==> src/dpot_defines.svh <==
// Constants shared by the dual potentiometer serial control block.
`ifndef DPOT_DEFINES_SVH
`define DPOT_DEFINES_SVH

// ----------------------------------------------------------------------
// Register geometry
// ----------------------------------------------------------------------
`define DP_WIPER_W 6
`define DP_TAPS 64
`define DP_CHANNELS 2
`define DP_SLOTS 4
`define DP_WIPER_MAX 6'h3F
`define DP_WIPER_MIN 6'h00
`define DP_PRESET_INIT 6'h20

// ----------------------------------------------------------------------
// Slave address byte: fixed upper nibble, strap nibble below it
// ----------------------------------------------------------------------
`define DP_SLAVE_ID 4'h5

// ----------------------------------------------------------------------
// Instruction byte: op [7:4], preset slot [3:2], channel [0]
// ----------------------------------------------------------------------
`define DP_OP_INCDEC 4'h2
`define DP_OP_RD_WIPER 4'h9
`define DP_OP_WR_WIPER 4'hA
`define DP_OP_RD_PRESET 4'hB
`define DP_OP_WR_PRESET 4'hC
`define DP_OP_RECALL 4'hD
`define DP_OP_STORE 4'hE
`define DP_BIT_ACK 4'h8

`endif

==> src/dpot_pkg.sv <==
// Types shared by the dual potentiometer serial control block.
package dpot_pkg;
`include "dpot_defines.svh"

    // Byte-level phase of a serial transfer.
    typedef enum logic [2:0] {
        ST_IDLE,
        ST_ADDR,
        ST_INSTR,
        ST_WDATA,
        ST_RDATA
    } phase_t;

    // Line events seen by the system clock, one cycle each.
    typedef struct packed {
        logic start;
        logic stop;
        logic scl_rise;
        logic scl_fall;
        logic sda;
    } bus_evt_t;

    // One-hot tap selection for both channels.
    typedef struct packed {
        logic [`DP_TAPS-1:0] tap1;
        logic [`DP_TAPS-1:0] tap0;
    } wiper_taps_t;
endpackage

==> src/dual_digipot_serial_control.sv <==
// Serial slave and register file of the dual digital potentiometer.
//
// Behaviour
// - Each channel holds a 6-bit wiper position.
// - Four non-volatile 6-bit presets per channel.
// - Reset copies preset zero into each wiper.
// - Guard low refuses preset writes, not wiper.
// - Guard high or open allows all writes.
// - Answer only when address matches the straps.
// - Data line only pulled low or released.
// - Serial clock alone paces every transfer.
// - Exactly one tap selected per channel.
// - Master reads and writes wiper and presets.
// - Copy between wiper and presets both ways.
// - Increment/decrement mode steps the wiper.
`timescale 1ns/1ps
module dual_digipot_serial_control (
    input wire logic clock_in,
    input wire logic sys_rst_in,
    input wire logic scl_in,
    input wire logic sda_in,
    output logic sda_out_out,
    output logic sda_oe_out,
    input wire logic [3:0] addr_strap_in,
    input wire logic write_guard_n_in,
    output dpot_pkg::wiper_taps_t taps_out
);
`include "dpot_defines.svh"

    // ------------------------------------------------------------------
    // Helpers
    // ------------------------------------------------------------------
    // Saturating one-tap step up or down.
    function automatic logic [5:0] step(input logic [5:0] w,
                                        input logic up);
        if (up) begin
            step = (w == `DP_WIPER_MAX) ? w : w + 6'h01;
        end else begin
            step = (w == `DP_WIPER_MIN) ? w : w - 6'h01;
        end
    endfunction

    // One-hot tap decode of a wiper position.
    function automatic logic [63:0] onehot(input logic [5:0] w);
        onehot = 64'h1 << w;
    endfunction

    // ------------------------------------------------------------------
    // Declarations
    // ------------------------------------------------------------------
    dpot_pkg::bus_evt_t evt; // Line events from the front end.
    dpot_pkg::phase_t phase_q; // Byte phase of the transfer.
    logic [3:0] cnt_q; // Bits received in the current byte.
    logic ack_q; // High during the ninth clock slot.
    logic ack_mine_q; // This device owns the current ack slot.
    logic [7:0] shreg_q; // Incoming byte.
    logic [7:0] tx_q; // Outgoing byte.
    logic [3:0] op_q; // Latched instruction code.
    logic [1:0] slot_q; // Latched preset slot.
    logic ch_q; // Latched channel.
    logic [5:0] wiper_q [2]; // Live wiper positions.
    logic [5:0] preset_q [2][4] = '{default: `DP_PRESET_INIT};
    logic [3:0] strap_m_q; // Strap synchroniser first stage.
    logic [3:0] strap_q; // Settled straps.
    logic guard_m_q; // Guard synchroniser first stage.
    logic guard_q; // Settled guard level.
    logic byte_end; // Eighth bit done, ack slot begins.
    logic ack_end; // Ack slot done.
    logic addr_hit; // Address byte matches this device.
    logic protect; // Preset writes refused.
    logic wip_we; // Load a wiper this cycle.
    logic [5:0] wip_val; // Value for that load.
    logic pre_we; // Store a preset this cycle.
    logic pre_try; // A preset store was asked for.
    logic [5:0] pre_val; // Value for that store.
    logic do_ack; // Pull the line low in the ack slot.
    logic [7:0] rd_byte; // Byte a read instruction returns.

    serial_line_sense u_sense (
        .clock_in(clock_in),
        .sys_rst_in(sys_rst_in),
        .scl_in(scl_in),
        .sda_in(sda_in),
        .evt_out(evt)
    );

    // ------------------------------------------------------------------
    // Pin synchronisers
    // ------------------------------------------------------------------
    // Straps and guard are pins, so each passes two flops.
    always_ff @(posedge clock_in) begin
        if (sys_rst_in) begin
            strap_m_q <= 4'h0;
            strap_q <= 4'h0;
            guard_m_q <= 1'b1;
            guard_q <= 1'b1;
        end else begin
            strap_m_q <= addr_strap_in;
            strap_q <= strap_m_q;
            guard_m_q <= write_guard_n_in;
            guard_q <= guard_m_q;
        end
    end

    // ------------------------------------------------------------------
    // Byte decode
    // ------------------------------------------------------------------
    // Works out what the byte just received asks the registers to do.
    always_comb begin
        byte_end = evt.scl_fall & ~ack_q & (cnt_q == `DP_BIT_ACK);
        ack_end = evt.scl_fall & ack_q;
        addr_hit = (shreg_q == {`DP_SLAVE_ID, strap_q});
        protect = ~guard_q;
        wip_we = 1'b0;
        wip_val = wiper_q[ch_q];
        pre_try = 1'b0;
        pre_val = wiper_q[ch_q];
        do_ack = 1'b0;
        rd_byte = 8'h00;
        if (phase_q == dpot_pkg::ST_RDATA) begin
            do_ack = 1'b0;
        end else if (phase_q == dpot_pkg::ST_ADDR) begin
            do_ack = addr_hit;
        end else if (phase_q == dpot_pkg::ST_INSTR) begin
            do_ack = 1'b1;
            if (shreg_q[7:4] == `DP_OP_RECALL) begin
                wip_we = 1'b1;
                wip_val = preset_q[shreg_q[0]][shreg_q[3:2]];
            end else if (shreg_q[7:4] == `DP_OP_STORE) begin
                pre_try = 1'b1;
                pre_val = wiper_q[shreg_q[0]];
                do_ack = ~protect;
            end else if (shreg_q[7:4] == `DP_OP_RD_WIPER) begin
                rd_byte = {2'h0, wiper_q[shreg_q[0]]};
            end else if (shreg_q[7:4] == `DP_OP_RD_PRESET) begin
                rd_byte = {2'h0, preset_q[shreg_q[0]][shreg_q[3:2]]};
            end
        end else if (phase_q == dpot_pkg::ST_WDATA) begin
            do_ack = 1'b1;
            if (op_q == `DP_OP_WR_WIPER) begin
                wip_we = 1'b1;
                wip_val = shreg_q[5:0];
            end else if (op_q == `DP_OP_INCDEC) begin
                wip_we = 1'b1;
                wip_val = step(wiper_q[ch_q], shreg_q[7]);
            end else if (op_q == `DP_OP_WR_PRESET) begin
                pre_try = 1'b1;
                pre_val = shreg_q[5:0];
                do_ack = ~protect;
            end
        end
        wip_we = wip_we & byte_end;
        pre_try = pre_try & byte_end;
        pre_we = pre_try & ~protect;
    end

    // ------------------------------------------------------------------
    // Transfer sequencer
    // ------------------------------------------------------------------
    // Counts bits on clock rises, acts and drives data on clock falls.
    always_ff @(posedge clock_in) begin
        if (sys_rst_in || evt.stop) begin
            phase_q <= dpot_pkg::ST_IDLE;
            cnt_q <= 4'h0;
            ack_q <= 1'b0;
            ack_mine_q <= 1'b0;
            sda_oe_out <= 1'b0;
        end else if (evt.start) begin
            phase_q <= dpot_pkg::ST_ADDR;
            cnt_q <= 4'h0;
            ack_q <= 1'b0;
            sda_oe_out <= 1'b0;
        end else if (evt.scl_rise) begin
            if (!ack_q && cnt_q != `DP_BIT_ACK) begin
                shreg_q <= {shreg_q[6:0], evt.sda};
                cnt_q <= cnt_q + 4'h1;
            end else if (ack_q && !ack_mine_q && evt.sda) begin
                phase_q <= dpot_pkg::ST_IDLE;
            end
        end else if (byte_end) begin
            ack_q <= 1'b1;
            ack_mine_q <= do_ack;
            sda_oe_out <= do_ack;
            if (phase_q == dpot_pkg::ST_ADDR) begin
                phase_q <= addr_hit ? dpot_pkg::ST_INSTR
                                    : dpot_pkg::ST_IDLE;
            end else if (phase_q == dpot_pkg::ST_INSTR) begin
                op_q <= shreg_q[7:4];
                slot_q <= shreg_q[3:2];
                ch_q <= shreg_q[0];
                tx_q <= rd_byte;
                if (shreg_q[7:4] == `DP_OP_RD_WIPER ||
                    shreg_q[7:4] == `DP_OP_RD_PRESET) begin
                    phase_q <= dpot_pkg::ST_RDATA;
                end else begin
                    phase_q <= dpot_pkg::ST_WDATA;
                end
            end
        end else if (ack_end) begin
            ack_q <= 1'b0;
            cnt_q <= 4'h0;
            sda_oe_out <= (phase_q == dpot_pkg::ST_RDATA) & ~tx_q[7];
        end else if (evt.scl_fall && phase_q == dpot_pkg::ST_RDATA &&
                     !ack_q && cnt_q != 4'h0) begin
            sda_oe_out <= ~tx_q[3'h7 - cnt_q[2:0]];
        end
    end

    // ------------------------------------------------------------------
    // Wiper registers and tap outputs
    // ------------------------------------------------------------------
    // Reset recalls preset zero; otherwise loads follow the decode.
    always_ff @(posedge clock_in) begin
        if (sys_rst_in) begin
            wiper_q[0] <= preset_q[0][0];
            wiper_q[1] <= preset_q[1][0];
        end else if (wip_we) begin
            wiper_q[ch_eff()] <= wip_val;
        end
    end

    // Channel for a load: instruction bytes name it directly.
    function automatic logic ch_eff();
        ch_eff = (phase_q == dpot_pkg::ST_INSTR) ? shreg_q[0] : ch_q;
    endfunction

    // Each tap bus is a one-hot copy of its wiper.
    always_ff @(posedge clock_in) begin
        taps_out.tap0 <= onehot(wiper_q[0]);
        taps_out.tap1 <= onehot(wiper_q[1]);
        sda_out_out <= 1'b0;
    end

    // ------------------------------------------------------------------
    // Non-volatile presets
    // ------------------------------------------------------------------
    // No reset: the contents survive power cycles and resets.
    always_ff @(posedge clock_in) begin
        if (pre_we) begin
            preset_q[ch_eff()][(phase_q == dpot_pkg::ST_INSTR)
                ? shreg_q[3:2] : slot_q] <= pre_val;
        end
    end

    // ------------------------------------------------------------------
    // Checks
    // ------------------------------------------------------------------
    a_recall_reset: assert property (@(posedge clock_in)
        sys_rst_in |=> wiper_q[0] == $past(preset_q[0][0]))
        else $error("Wiper zero not recalled from preset zero.");
    a_guard_refuse: assert property (@(posedge clock_in)
        disable iff (sys_rst_in) pre_try && !guard_q |-> !pre_we)
        else $error("Preset written while guarded.");
    a_guard_allow: assert property (@(posedge clock_in)
        disable iff (sys_rst_in) pre_try && guard_q |-> pre_we)
        else $error("Preset write refused while unguarded.");
    a_addr_miss: assert property (@(posedge clock_in)
        disable iff (sys_rst_in)
        byte_end && phase_q == dpot_pkg::ST_ADDR && !addr_hit
        |=> !sda_oe_out && phase_q == dpot_pkg::ST_IDLE)
        else $error("Answered a foreign address.");
    a_drain_only: assert property (@(posedge clock_in)
        ##1 sda_out_out == 1'b0)
        else $error("Data line driven high.");
    a_clock_paced: assert property (@(posedge clock_in)
        disable iff (sys_rst_in)
        !evt.scl_rise && !evt.scl_fall && !evt.start && !evt.stop
        |=> $stable(cnt_q))
        else $error("Bit count moved without a clock edge.");
    a_tap_onehot: assert property (@(posedge clock_in)
        disable iff (sys_rst_in)
        ##1 taps_out.tap0 == onehot($past(wiper_q[0])))
        else $error("Tap zero does not follow its wiper.");
    a_recall_copy: assert property (@(posedge clock_in)
        disable iff (sys_rst_in)
        wip_we && phase_q == dpot_pkg::ST_INSTR && shreg_q[0] == 1'b1
        |=> wiper_q[1] == $past(preset_q[1][shreg_q[3:2]]))
        else $error("Recall did not copy the preset.");
    a_step_up: assert property (@(posedge clock_in)
        disable iff (sys_rst_in)
        wip_we && phase_q == dpot_pkg::ST_WDATA &&
        op_q == `DP_OP_INCDEC && shreg_q[7] && !ch_q &&
        wiper_q[0] != `DP_WIPER_MAX
        |=> wiper_q[0] == $past(wiper_q[0]) + 6'h01)
        else $error("Increment did not step by one.");
    a_step_sat: assert property (@(posedge clock_in)
        disable iff (sys_rst_in)
        wip_we && op_q == `DP_OP_INCDEC &&
        phase_q == dpot_pkg::ST_WDATA && !shreg_q[7] &&
        wiper_q[ch_q] == `DP_WIPER_MIN
        |=> wiper_q[ch_q] == `DP_WIPER_MIN)
        else $error("Decrement wrapped below tap zero.");
endmodule

==> src/serial_line_sense.sv <==
// Synchronises the serial clock and data pins and finds line events.
`timescale 1ns/1ps
module serial_line_sense (
    input wire logic clock_in,
    input wire logic sys_rst_in,
    input wire logic scl_in,
    input wire logic sda_in,
    output dpot_pkg::bus_evt_t evt_out
);
    // ------------------------------------------------------------------
    // Synchronisers
    // ------------------------------------------------------------------
    logic scl_m_q; // First stage, read only by the second.
    logic sda_m_q; // First stage, read only by the second.
    logic scl_s_q; // Settled clock level.
    logic sda_s_q; // Settled data level.
    logic scl_p_q; // Clock level one cycle older.
    logic sda_p_q; // Data level one cycle older.

    // Two flops per pin, then one more for edge detection.
    always_ff @(posedge clock_in) begin
        if (sys_rst_in) begin
            scl_m_q <= 1'b1;
            sda_m_q <= 1'b1;
            scl_s_q <= 1'b1;
            sda_s_q <= 1'b1;
            scl_p_q <= 1'b1;
            sda_p_q <= 1'b1;
        end else begin
            scl_m_q <= scl_in;
            sda_m_q <= sda_in;
            scl_s_q <= scl_m_q;
            sda_s_q <= sda_m_q;
            scl_p_q <= scl_s_q;
            sda_p_q <= sda_s_q;
        end
    end

    // ------------------------------------------------------------------
    // Event flops
    // ------------------------------------------------------------------
    // Data moving while the clock is high frames a transfer.
    always_ff @(posedge clock_in) begin
        if (sys_rst_in) begin
            evt_out <= '{start: 1'b0, stop: 1'b0, scl_rise: 1'b0,
                         scl_fall: 1'b0, sda: 1'b1};
        end else begin
            evt_out.start <= scl_s_q & scl_p_q & sda_p_q & ~sda_s_q;
            evt_out.stop <= scl_s_q & scl_p_q & ~sda_p_q & sda_s_q;
            evt_out.scl_rise <= scl_s_q & ~scl_p_q;
            evt_out.scl_fall <= ~scl_s_q & scl_p_q;
            evt_out.sda <= sda_s_q;
        end
    end
endmodule

==> config.mk <==
export PLATFORM = sky130hd
export DESIGN_NAME = dual_digipot_serial_control
export DESIGN_NICKNAME = d
export VERILOG_FILES = /design/src/dpot_pkg.sv /design/src/dual_digipot_serial_control.sv /design/src/serial_line_sense.sv
export VERILOG_INCLUDE_DIRS = /design/src
export SDC_FILE = /design/constraint.sdc
export NUM_CORES = 1
export LEC_CHECK = 0
export ABC_AREA = 1
export BUFFER_PORTS_ARGS = -buffer_cell sky130_fd_sc_hd__buf_2
export CAP_MARGIN = 5
export CORE_MARGIN = 2
export CORE_UTILIZATION = 50
export CTS_BUF_LIST = sky130_fd_sc_hd__clkbuf_8
export CTS_CLUSTER_DIAMETER = 50
export DETAILED_ROUTE_END_ITERATION = 7
export PLACE_DENSITY = 0.67
export RECOVER_POWER = 50
export SLEW_MARGIN = 10
export SYNTH_ARGS = -nofsm -noshare
export SYNTH_HDL_FRONTEND = slang
export SYNTH_SLANG_ARGS = --single-unit
export TNS_END_PERCENT = 100
==> constraint.sdc <==
create_clock -name clock_in -period 4 [get_ports clock_in]
set_input_delay 1.2 -clock clock_in [delete_from_list [all_inputs] [get_ports clock_in]]
set_output_delay 1.2 -clock clock_in [all_outputs]
set_load 0.01 [all_outputs]
## Yosys cells after proc, flatten, opt, wreduce, memory -nomap -nowiden

Memories as Yosys holds them, arrays and structs flattened. A register that Yosys moved wholly into a read port is not among the register bits.
Index checks and enable logic that the tools add are counted.

| storage, ports and cells | value |
|---|---|
| memories | 2 |
| input bits | 9 |
| bits in read-only memories | 0 |
| bits in latches | 0 |
| output and inout bits | 130 |
| bits in writable memories | 60 |
| flip-flop bits (word level) | 181 |

| cells by class | value |
|---|---|
| add/sub/neg operators | 4 |
| reductions and logical operators | 33 |
| $mul | 0 |
| equality and inequality tests | 21 |
| bitwise logic cells | 27 |
| multiplexer cells | 86 |
| $lt $le $gt $ge | 4 |
| shifts and indexed selects | 2 |
| div/mod/pow operators | 0 |

Memories:

| memory | depth | bits a word | rd ports | clocked after Yosys merged registers in | wr ports | RTL line | text |
|---|---|---|---|---|---|---|---|
| preset_q | 2 | 24 | 3 | 1 | 1 | dual_digipot_serial_control.sv:62 | `` logic [5:0] preset_q [2][4] = '{default: `DP_PRESET_INIT}; `` |
| wiper_q | 2 | 6 | 4 | 2 | 2 | dual_digipot_serial_control.sv:61 | `logic [5:0] wiper_q [2];` |

Operators with widths:

| cell | count |
|---|---|
| two-way mux 6 bit | 25 |
| << shifter 1 x 6 -> 64 bit, first input constant | 2 |
| two-way mux 1 bit | 44 |
| equality test 4 bit, second input constant | 7 |
| two-way mux 24 bit | 1 |
| two-way mux 3 bit | 7 |
| two-way mux 4 bit | 4 |
| AND 1 bit | 14 |
| binary-select mux 6 bit (select 2 bit) | 1 |
| demux 6 bit (select 2 bit) | 1 |
| AND reduction 4 bit | 3 |
| inverter 1 bit | 11 |
| nonzero test 3 bit | 3 |
| equality test 8 x 7 -> 1 bit | 1 |
| nonzero test 4 bit | 2 |
| logical AND 1 bit | 7 |
| adder 6 x 1 -> 6 bit, second input constant | 1 |
| equality test 3 x 2 -> 1 bit, second input constant | 2 |
| equality test 6 bit, second input constant | 1 |
| greater-or-equal comparator 3 bit, second input constant | 2 |
| zero test 6 bit | 1 |
| != test 2 bit, second input constant | 3 |
| != test 3 x 2 -> 1 bit, second input constant | 2 |
| inverter 2 -> 3 bit | 2 |
| 23 further kinds | 30 |

## Longest topological paths before layout

Gate-level depths: netlist of run 1.

| depth | value |
|---|---|
| depth in word-level cells | 13 |
| mapped depth | 18 |
| mapped depth without buffers | 17 |

## By module

Synthesis of run 1 repeated with hierarchy kept, for this count alone.

| unflattened totals | value |
|---|---|
| cells, all modules | 1032 |
| area total of the unflattened synthesis | 9389.0 um^2 |

By module, submodules not included:

| module | area an instance (um^2) | cells each | instances | seq. area each (um^2) |
|---|---|---|---|---|
| dual_digipot_serial_control | 9096.2 | 1002 | 1 | 5435.2 |
| serial_line_sense | 292.8 | 30 | 1 | 200.2 |

## Worst setup path after synthesis of run 1

No wires, ideal clock.

| path | value |
|---|---|
| path type | in2reg |
| start point | in sys_rst_in |
| end point | reg op_q[0], enable pin |
| arrival | 2.526 ns |
| stages | 7 |
| slack | 1.098 ns |
| setup time | 0.376 ns |
| required time | 3.624 ns |
| cell sequence | nor2_1 inv_1 nor2_1 inv_1 nor3_2 inv_1 nor2_1 |

| on the way | value |
|---|---|
| cells in the longest elaborated chain, start to end | 3 |

RTL lines:

| item | RTL line | text |
|---|---|---|
| start: declaration | dual_digipot_serial_control.sv:19 | `input wire logic sys_rst_in,` |
| logical OR 1 bit | dual_digipot_serial_control.sv:162 | `if (sys_rst_in \|\| evt.stop) begin` |
| inverter 1 bit (no line) | n/a |  |
| AND reduction 6 bit (no line) | n/a |  |
| end signal: assignment | dual_digipot_serial_control.sv:188 | `op_q <= shreg_q[7:4];` |
| end: declaration | dual_digipot_serial_control.sv:58 | `logic [3:0] op_q;` |

No other way between the ends.
A chain may end at the register's enable or synchronous reset.

## Final worst setup path of run 1

| path | value |
|---|---|
| start point | reg phase_q[1] |
| end point | mem preset_q[1][23] in the netlist's numbering, enable pin |

| on the way | value |
|---|---|
| cells in the longest elaborated chain, start to end | 9 |

RTL lines:

| item | RTL line | text |
|---|---|---|
| start: declaration | dual_digipot_serial_control.sv:52 | `dpot_pkg::phase_t phase_q;` |
| start signal: assignment | dual_digipot_serial_control.sv:163 | `phase_q <= dpot_pkg::ST_IDLE;` |
| start signal: assignment | dual_digipot_serial_control.sv:169 | `phase_q <= dpot_pkg::ST_ADDR;` |
| start signal: assignment | dual_digipot_serial_control.sv:178 | `phase_q <= dpot_pkg::ST_IDLE;` |
| branches (longest 9 deep; another with greater-or-equal comparator 3 bit) | n/a |  |
| end: declaration | dual_digipot_serial_control.sv:62 |  |

Parallel ways; which one is timed is not known.

==> impl_results.md, run 1 <==
- Status: finished with violations
- Violated checks: max-capacitance violations, max-slew violations
- Crit path kind: register to register
- Worst Clk Skew: 0.0102 ns
- Count of H-tree levels built during CTS: 2
- Worst VDD drop: 320 uV
- DRC viols: 0
- Post-detailed-route via-to-cell ratio: 5.20
- Clock transition at path regs: 0.06 ns
- Clock latency at the later pin of the worst-skew pair: 0.52 ns
- Synthesized area: 9320 um^2
- GRT met3 Usage: 4.17%
- Slew HR: -2.77%
- GR Util All Layers: 21.8%
- Total via count in the routed design: 7414
- Routed WL per cell: 15.4 um
- Setup bufs post-CTS: 0
- Worst-path fanout max: 15
- Post-synthesis instance total: 1023
- Count of endpoints failing setup in the final report: 0
- Row count: 49
- Warnings from Yosys: 0
- Input/output buffers: 137
- Share of layout cells above drive strength 1: 17.2%
- Antenna fix cells: 0
- Transition at the pin with the smallest max-transition slack: 1.54 ns
- Kind of launch point of the worst setup path: register
- P per Cell Area: 431 nW/um^2
- Highest clock frequency the design can meet: 0.329 GHz
- Critical path data arrival time: 3.20 ns
- Cts bufs inserted: 39
- Unique masters post-synth: 49
- Asr flop ratio synth: 0%
- Starting utilization of the core area: 51.4%
- Number of buffers on the longest clock path: 3
- Required time at the worst-slack endpoint: 4.16 ns
- Num ports: 139
- DRC violation total after the first TritonRoute iteration: 533
- DRT Wirelength: 22000 um
- Max Cap Violations: 1
- Cell Count Post-Placement: 1355
- Antenna Violating Nets Remaining: 0
- GRT Max-Usage Layer: met2
- Portion of the post-synthesis area used by sequential elements: 60.5%
- Via count of the first global-routing pass: 6714
- TritonCTS clock tree: yes
- Maximum number of pins on one net before global-route repair: 39
- Post-DP HPWL: 15100 um
- Classification of the worst-slack hold path: register to register
- Clock Tree Root: clkbuf_8
- Net Count, Synth: 1037
- GP Congestion: 0.986
- Total of cells resized after clock tree synthesis: 0
- Prevailing post-synth register cell: dfxtp_1
- Global-route wire length before repair: 34500 um
- Number of enable flip-flop cells after synthesis: 81
- Clock period minus worst slack: 3.04 ns
- Total congestion overflow after global routing: 0
- Count of endpoints failing hold in the final timing report: 0
- RSZ-0062 raised after global routing: no
- Met1 Resource Use GR: 30.7%
- Synth Register Bits: 241
- Part of the cycle the worst path needs: 75.9%
- Die Area: 19700 um^2
- Hold buffers post-CTS: 0
- Final Net Count: 1181
- CTS sink count: 241
- Met2 track demand over resource: 34.5%
- TritonRoute pass-1 iters: 5
- Area growth from synthesis to final layout: 16.6%
- Placeable core region: 18100 um^2
- Final count of pins violating max slew: 35
- Setup_tns: 0 ns
- Die span in y: 141 um
- Initial antenna violation count: 0
- Final cell count without fillers: 1426
- Floorplan die width: 141 um
- Average instance area after synthesis: 9.11 um^2
- Filler instances: 1572
- Category of the worst setup path capture point: register
- Leakage: 0.00461 uW
-- cell usage after synthesis (8+ instances only) --
cell / instances / share of area (%)
edfxtp_1: 81 / 26
clkbuf_1: 35 / 1.4
nand4_1: 44 / 3.0
nand2_1: 155 / 6.2
or2_2: 8 / 0.54
inv_1: 68 / 2.7
a21oi_1: 24 / 1.3
nor3_1: 28 / 1.5
nor2_1: 201 / 8.1
o21ai_1: 10 / 0.54
dfxtp_1: 160 / 34
o21ai_0: 62 / 3.3
nand3_1: 38 / 2.0
buf_2: 8 / 0.43
inv_2: 17 / 0.68
-- kinds of logic (layout without fill, tap and decap cells) --
family	Yosys count	after routing	synth area share, %
simple gates	509	509	24.7
flops	241	241	60.5
buf+inv	136	310	5.73
compound gates	126	126	7.94
fa+ha+maj	5	5	0.671
xor+xnor	5	5	0.470
other cells	1	1	0.0402
-- final timing paths --
| kind | startpoint | to | slack (ns) | depth (start not counted) |
|---|---|---|---|---|
| max | phase_q[1]$_SDFFE_PP0P_ | preset_q[1][23]$_DFFE_PP_ | 0.96 | 8 |
| min | strap_m_q[3]$_SDFF_PP0_ | strap_q[3]$_SDFF_PP0_ | 0.40 | 2 |
| max reg2reg | phase_q[1]$_SDFFE_PP0P_ | preset_q[1][23]$_DFFE_PP_ | 0.96 | 8 |
| min reg2reg | strap_m_q[3]$_SDFF_PP0_ | strap_q[3]$_SDFF_PP0_ | 0.40 | 2 |
-- cells in the final DEF (no fill, tap or decap), types with 2 or more instances in the layout --
cell type / n
clkinv_2: 5
nand4_1: 44
nor4_1: 3
nor3_2: 2
dfxtp_1: 160
nor3_1: 29
a21oi_1: 24
o22ai_1: 7
inv_6: 2
o21ai_4: 3
o21ai_1: 10
a31oi_1: 5
inv_1: 77
xor2_1: 4
buf_4: 9
nand2_2: 6
nor2_4: 3
a221oi_1: 3
nand2_4: 3
clkbuf_1: 57
and2_1: 4
buf_2: 83
nor2_1: 202
o21ai_2: 4
inv_4: 2
a22oi_1: 2
edfxtp_1: 81
inv_2: 15
clkinv_1: 10
nand2_1: 156
nand3_1: 38
o21ai_0: 62
clkbuf_8: 47
ha_1: 5
nor2_2: 5
or2_2: 8
-- stage by stage --
step / util, % / power, uW / cell area (um^2) / setup slack [ns] / hold WS, ns
final: 59.9 / 4690 / 10900 / 0.963 / 0.402
after global routing: 59.9 / 4850 / 10900 / 0.650 / 0.421
after CTS: 60.4 / 4730 / 11000 / 1.26 / 0.405
after detailed placement: 56.1 / 2720 / 10200 / 0.780 / 0.397
after global placement: 56.1 / 2720 / 10200 / 0.813 / 0.390
after floorplan: - / 2680 / 9320 / 1.10 / 0.388
-- layout make-up --
type	instances	area, um^2	area share (%)
Sequential cell	241	5640	51.8
Multi-Input combinational cell	646	3140	28.9
Timing Repair Buffer	149	697	6.41
Clock buffer	47	647	5.95
Inverter	90	340	3.13
Tap cell	229	287	2.64
Clock inverter	24	125	1.15
-- where the power goes --
part,leakage [uW],total [uW],switching [uW],internal [uW]
Sequential,0.00204,2550,15.6,2540
Clock,0.000428,2020,936,1090
Combinational,0.00214,111,81.8,29.5
-- critical path: stages, from the launching register on --
cell     delay (ns)
dfxtp_1        0.38
nand2_1        0.18
nor2_1         0.67
inv_1          0.37
o21ai_0        0.31
inv_1          0.09
nor2_1         0.14
nand2_1        0.09
nor2_1         0.45
-- routing by layer --
layer,wire [um],vias to the layer above
li1,-,3686
met1,10100,3424
met2,10100,276
met3,1450,28
met4,322,0
met5,0,-
-- state kept, by name, indices dropped and copies added, names as in the netlist, 2 cells and up, named ones only --
name / cells
cnt_q: 4
op_q: 4
phase_q: 3
preset_q: 48
shreg_q: 8
slot_q: 2
strap_m_q: 4
strap_q: 4
taps_out: 128
tx_q: 6
u_sense.evt_out: 5
wiper_q: 12
Note: power is estimated with default switching activity, not from simulation.
==> run 2, diff against run 1 <==
ABC_AREA = 0   (was 1)
PLACE_DENSITY = 0.68   (was 0.67)
clock period = 2.8 ns   (was 4 ns; I/O delays follow)
==> impl_results.md, run 2 <==
- Status: finished, final reports clean
- Unique masters post-synth: 63
- Portion of the post-synthesis area used by sequential elements: 62.3%
- Count of H-tree levels built during CTS: 2
- Routed WL per cell: 16.9 um
- Kind of launch point of the worst setup path: register
- Total via count in the routed design: 6612
- Leading cell types by count after synthesis: 160 x dfxtp_1, 133 x nor2_1, 81 x edfxtp_1, 43 x nand2_1, 42 x nor3_1
- Cts bufs inserted: 38
- Category of the worst setup path capture point: register
- Count of endpoints failing hold in the final timing report: 0
- Post-synthesis instance total: 800
- Synth Register Bits: 241
- Global-route wire length before repair: 33800 um
- Final design area excluding fillers: 11000 um^2
- Classification of the worst-slack hold path: register to register
- Top cell type's share of synthesized area: 35.4%
- Final count of pins violating max slew: 0
- P per Cell Area: 613 nW/um^2
- Input/output buffers: 137
- Hold path startpoint: u_sense.sda_m_q$_SDFF_PP1_
- Starting utilization of the core area: 50.7%
- Initial antenna violation count: 0
- Final Net Count: 1009
- Worst VDD drop: 443 uV
- TritonCTS clock tree: yes
- Post-detailed-route via-to-cell ratio: 5.28
- Worst Clk Skew: 0.0376 ns
- Critical path data arrival time: 2.89 ns
- Row count: 49
- Post-DP HPWL: 15100 um
- Floorplan die width: 139 um
- Clock Tree Root: clkbuf_8
- WHS Path Cells: 1
- Average instance area after synthesis: 11.3 um^2
- GR Util All Layers: 21.8%
- Design Power: 6730 uW
- Most common library cell in the layout ignoring fill and taps: dfxtp_1
- DRC violation total after the first TritonRoute iteration: 445
- Die Area: 19200 um^2
- Cell Count Post-Placement: 1184
- Number of flip-flops under the largest register name: 128
- Cell with the biggest individual delay on the critical path: dfxtp_2
- Part of the cycle the worst path needs: 92.9%
- Post-route setup slack: 0.200 ns
- Worst Reg-to-Reg Cells: 9
- Number of enable flip-flop cells after synthesis: 81
- CTS sink count: 241
- Commonest cells after routing, fill and taps aside: 159 x dfxtp_1, 133 x nor2_1, 81 x edfxtp_1
- Highest clock frequency the design can meet: 0.385 GHz
- Clock period minus worst slack: 2.60 ns
- Die span in y: 139 um
- DRC viols: 0
- Asr flop ratio synth: 0%
- Post-Place Setup Slack: 0.126 ns
- Transition at the pin with the smallest max-transition slack: 0.847 ns
- Synthesized area: 9050 um^2
- Antenna Violating Nets Remaining: 0
- GP Congestion: 0.936
- Warnings from Yosys: 0
- Total congestion overflow after global routing: 0
- Setup_tns: 0 ns
- Crit Reg-Reg Endpoint: wiper_q[0][0]$_DFFE_PP_
- Register name with the most flops: taps_out
- Slew HR: 43.5%
- Leakage: 0.00428 uW
- Num ports: 139
- Setup bufs post-CTS: 0
- Count of endpoints failing setup in the final report: 0
- DRT Wirelength: 21200 um
- Clock latency at the later pin of the worst-skew pair: 0.55 ns
- Biggest cell delay along the critical path: 0.40 ns
- Setup slack, reg-to-reg: 0.20 ns
- Library cell with the highest instance count after synthesis: dfxtp_1
- Cell area after placement: 10300 um^2
- Crit path kind: register to register
- Placeable core region: 17800 um^2
- TritonRoute pass-1 iters: 5
- Required time at the worst-slack endpoint: 3.09 ns
- Crit-path cells: mux2i_2, buf_4, ha_1, o221ai_1, and4_1, a2111oi_1, buf_4, o22ai_1, mux2_2
- Clock transition at path regs: 0.06 ns
- Share of layout cells above drive strength 1: 22.5%
- Max Cap Violations: 0
- Yosys top cell by area: dfxtp_1
- Antenna fix cells: 0
- Terminating pin of the worst hold path: u_sense.sda_s_q$_SDFF_PP1_
- Cell repeated most along the worst path: buf_4
- RSZ-0062 raised after global routing: no
- Final cell count without fillers: 1252
- Net Count, Synth: 814
- Number of buffers on the longest clock path: 3
- Worst-path fanout max: 6
- Prevailing post-synth register cell: dfxtp_1
- Top cells by area in the synthesized netlist: dfxtp_1 35%, edfxtp_1 27%, nor2_1 5.5%, mux4_2 3.0%, mux2i_1 2.3%
- Maximum number of pins on one net before global-route repair: 22
- Via count of the first global-routing pass: 6355
- Area growth from synthesis to final layout: 21.3%
[run 2: cell count changes in the layout (fill, tap and decap cells not counted), moves of 19 or more]
cell / delta
inv_1: -50
nand3_1: -25
nand2_1: -113
mux2i_1: +20
clkbuf_1: +19
nand4_1: -38
nor2_1: -69
o21ai_0: -48
buf_4: +40
[run 2: power breakdown]
part	switching [uW]	internal, uW	leakage (uW)
registers	15.7	3630	0.00203
logic	113	63.0	0.00180
clock network	1310	1600	0.000451
total	1440	5290	0.00428
[run 2: metal layers]
layer | track usage, % | wire (um) | vias up
li1 | - | - | 3234
met1 | 28.3 | 9260 | 3085
met2 | 35.5 | 9800 | 245
met3 | 5.09 | 1430 | 48
met4 | 8.54 | 673 | 0
met5 | 0 | 0 | -
[run 2: final cells by class]
cell class	instances	area, um^2
Sequential cell	241	5640
Fill cell	1492	6870
Inverter	14	52.6
Clock inverter	22	140
Multi-Input combinational cell	497	3170
Clock buffer	46	633
Tap cell	229	287
Timing Repair Buffer	203	1060
[run 2: kinds of logic (layout without fill, tap and decap cells)]
| family | Yosys count | after routing | share of synthesized area (%) |
|---|---|---|---|
| other cells | 1 | 1 | 0.0415 |
| simple gates | 346 | 346 | 19.3 |
| compound gates | 86 | 86 | 6.43 |
| buf+inv | 62 | 285 | 2.82 |
| mux | 50 | 50 | 7.59 |
| flops | 241 | 241 | 62.3 |
| fa+ha+maj | 5 | 5 | 0.692 |
| xor+xnor | 9 | 9 | 0.871 |
[run 2: worst max-delay path by stage]
stage | startpoint | to | slack [ns] | cells after the start
final | register | wiper_q[0][0]$_DFFE_PP_ | 0.20 | 9
after global routing | register | wiper_q[0][0]$_DFFE_PP_ | 0.03 | 9
after CTS | register | wiper_q[0][0]$_DFFE_PP_ | 0.09 | 8
after detailed placement | register | wiper_q[0][0]$_DFFE_PP_ | 0.13 | 8
after global placement | register | wiper_q[1][0]$_DFFE_PP_ | 0.20 | 7
after floorplan | sys_rst_in | op_q[0]$_DFFE_PP_ | 0.05 | 4
[run 2: repair_timing]
action | in CTS | in global routing
resized for setup | 0 | 4
hold buffers | 0 | 0
setup endpoints to repair | 0 | 2
endpoints found under the hold margin | 0 | 0
[run 2: stage by stage]
stage               util [%]  hold slack [ns]
floorplan                  -            0.389
global placement        57.9            0.392
detailed placement      57.9            0.393
CTS                     62.2            0.408
global route            61.5            0.417
finish                  61.5            0.404
[run 2: worst max-delay path, delay by kind of cell, from the launching register on]
kind	cells	cell delay, ns
buffers and inverters	2	0.37
flip-flops	1	0.40
multiplexers	2	0.58
adder cells (fa/ha/maj)	1	0.18
AO/OA/AOI/OAI	3	0.56
AND/OR/NAND/NOR	1	0.25
==> run 3, diff against run 2 <==
CORE_ASPECT_RATIO = 0.7   (was unset)
==> impl_results.md, run 3 (same netlist as run 2, synthesis figures left out) <==
- Status: finished, final reports clean
- Clock period minus worst slack: 2.65 ns
- Clock Tree Root: clkbuf_8
- Total congestion overflow after global routing: 0
- Category of the worst setup path capture point: register
- Commonest cells after routing, fill and taps aside: 160 x dfxtp_1, 133 x nor2_1, 81 x edfxtp_1
- Placeable core region: 17900 um^2
- Power share of the combinational group: 2.7%
- CTS sink count: 241
- Cell with the biggest individual delay on the critical path: mux2i_1
- GP Congestion: 0.966
- Classification of the worst-slack hold path: register to register
- Filler instances: 1478
- Internal power: 5280 uW
- Cell Count Post-Placement: 1190
- Setup_tns: 0 ns
- DRT Wirelength: 22400 um
- Die span in y: 117 um
- Row count: 41
- Register name with the most flops: taps_out
- Footprint of the flip-flops and latches: 5640 um^2
- Number of buffers on the longest clock path: 3
- GRT met3 Usage: 5.04%
- Count of endpoints failing hold in the final timing report: 0
- Final Net Count: 1006
- Max Cap Violations: 0
- Met2 track demand over resource: 31.9%
- Antenna fix cells: 0
- Crit-path cells: mux2i_1, inv_1, ha_1, o211a_1, nand3b_1, or3_1, a31oi_1, o21ai_0
- GRT Max-Usage Layer: met1
- Cts bufs inserted: 36
- Crit path kind: register to register
- Hold buffers post-CTS: 0
- GR Util All Layers: 23.0%
- Total via count in the routed design: 6740
- Clock latency at the later pin of the worst-skew pair: 0.51 ns
- RSZ-0062 raised after global routing: no
- Met1 Resource Use GR: 36.2%
- Count of H-tree levels built during CTS: 2
- Slew HR: 38.4%
- Area growth from synthesis to final layout: 20.7%
- WHS Path Cells: 1
- Critical path data arrival time: 2.90 ns
- Total of cells resized after clock tree synthesis: 0
- P per Cell Area: 611 nW/um^2
- Share of power burned in registers: 54.7%
- Final cell count without fillers: 1252
- Die Area: 19200 um^2
- TritonRoute pass-1 iters: 5
- Via count of the first global-routing pass: 6239
- Post-detailed-route via-to-cell ratio: 5.38
- Leakage: 0.00426 uW
- Worst Clk Skew: 0.0169 ns
- Worst-path fanout max: 6
- Area of the multi-input gates: 3160 um^2
- Transition at the pin with the smallest max-transition slack: 0.924 ns
- Maximum number of pins on one net before global-route repair: 24
- Number of flip-flops under the largest register name: 128
- Starting utilization of the core area: 50.7%
- Biggest cell delay along the critical path: 0.41 ns
- DRC violation total after the first TritonRoute iteration: 569
- Setup bufs post-CTS: 0
- Required time at the worst-slack endpoint: 3.05 ns
- Num ports: 139
- Initial antenna violation count: 0
- Kind of launch point of the worst setup path: register
- Antenna Violating Nets Remaining: 0
- TritonCTS clock tree: yes
- Post-DP HPWL: 16400 um
- Global-route wire length before repair: 33900 um
- Highest clock frequency the design can meet: 0.378 GHz
- Routed WL per cell: 17.9 um
- Final count of pins violating max slew: 0
- Setup slack, reg-to-reg: 0.15 ns
- Switching part of the total power: 20.9%
- Floorplan die width: 165 um
- Worst VDD drop: 431 uV
- DRC viols: 0
- Most common library cell in the layout ignoring fill and taps: dfxtp_1
- Count of endpoints failing setup in the final report: 0
- Power dissipated by switching net loads: 1390 uW
- Clock transition at path regs: 0.07 ns
- Part of the cycle the worst path needs: 94.6%
- Share of layout cells above drive strength 1: 21.8%
- Worst Reg-to-Reg Cells: 8
- Input/output buffers: 137
- Clock power frac: 42.7%
## run 3: stage by stage
step | area [um^2] | util [%] | hold WS (ns) | setup WS [ns] | total power, uW
floorplan | 9050 | - | 0.389 | 0.0522 | 3830
CTS | 11000 | 61.9 | 0.411 | 0.159 | 6740
global route | 10900 | 61.2 | 0.430 | 0.00139 | 6900
global placement | 10300 | 57.8 | 0.391 | 0.262 | 3900
finish | 10900 | 61.2 | 0.408 | 0.152 | 6670
detailed placement | 10300 | 57.8 | 0.392 | 0.196 | 3900
## run 3: power by group through the flow
| stage | Clock (uW) | Combinational, uW | Sequential (uW) |
|---|---|---|---|
| 4_1_cts | 2910 | 180 | 3650 |
| 6_report | 2840 | 177 | 3650 |
| 5_1_grt | 3060 | 193 | 3650 |
| 2_1_floorplan | 0 | 106 | 3720 |
| 3_5_place_dp | 0 | 179 | 3720 |
| 3_3_place_gp | 0 | 178 | 3720 |
## run 3: path summary, 6_finish.rpt
| path | startpoint | to |
|---|---|---|
| min | u_sense.sda_m_q$_SDFF_PP1_ | u_sense.sda_s_q$_SDFF_PP1_ |
| min reg2reg | u_sense.sda_m_q$_SDFF_PP1_ | u_sense.sda_s_q$_SDFF_PP1_ |
| max reg2reg | register | wiper_q[0][3]$_DFFE_PP_ |
| max | register | wiper_q[0][3]$_DFFE_PP_ |
## run 3: metal layers
metal | vias up | wire length (um)
li1 | 3227 | -
met1 | 3210 | 11100
met2 | 271 | 9030
met3 | 32 | 1970
met4 | 0 | 331
met5 | - | 0
## run 3: area by class of cell
class                           instances  share of cell area (%)
Clock buffer                           40                    5.04
Clock inverter                         22                    1.57
Inverter                               14                   0.481
Multi-Input combinational cell        497                    28.9
Sequential cell                       241                    51.6
Tap cell                              236                    2.70
Timing Repair Buffer                  202                    9.70
## run 3: critical path: cells and delay by family (launching register included)
| family | cells | cell delay, ns |
|---|---|---|
| muxes | 1 | 0.41 |
| AOI/OAI and AO/OA | 3 | 0.60 |
| and+or+nand+nor | 2 | 0.59 |
| adders and majority gates | 1 | 0.27 |
| DFF | 1 | 0.39 |
| buffers and inverters | 1 | 0.12 |
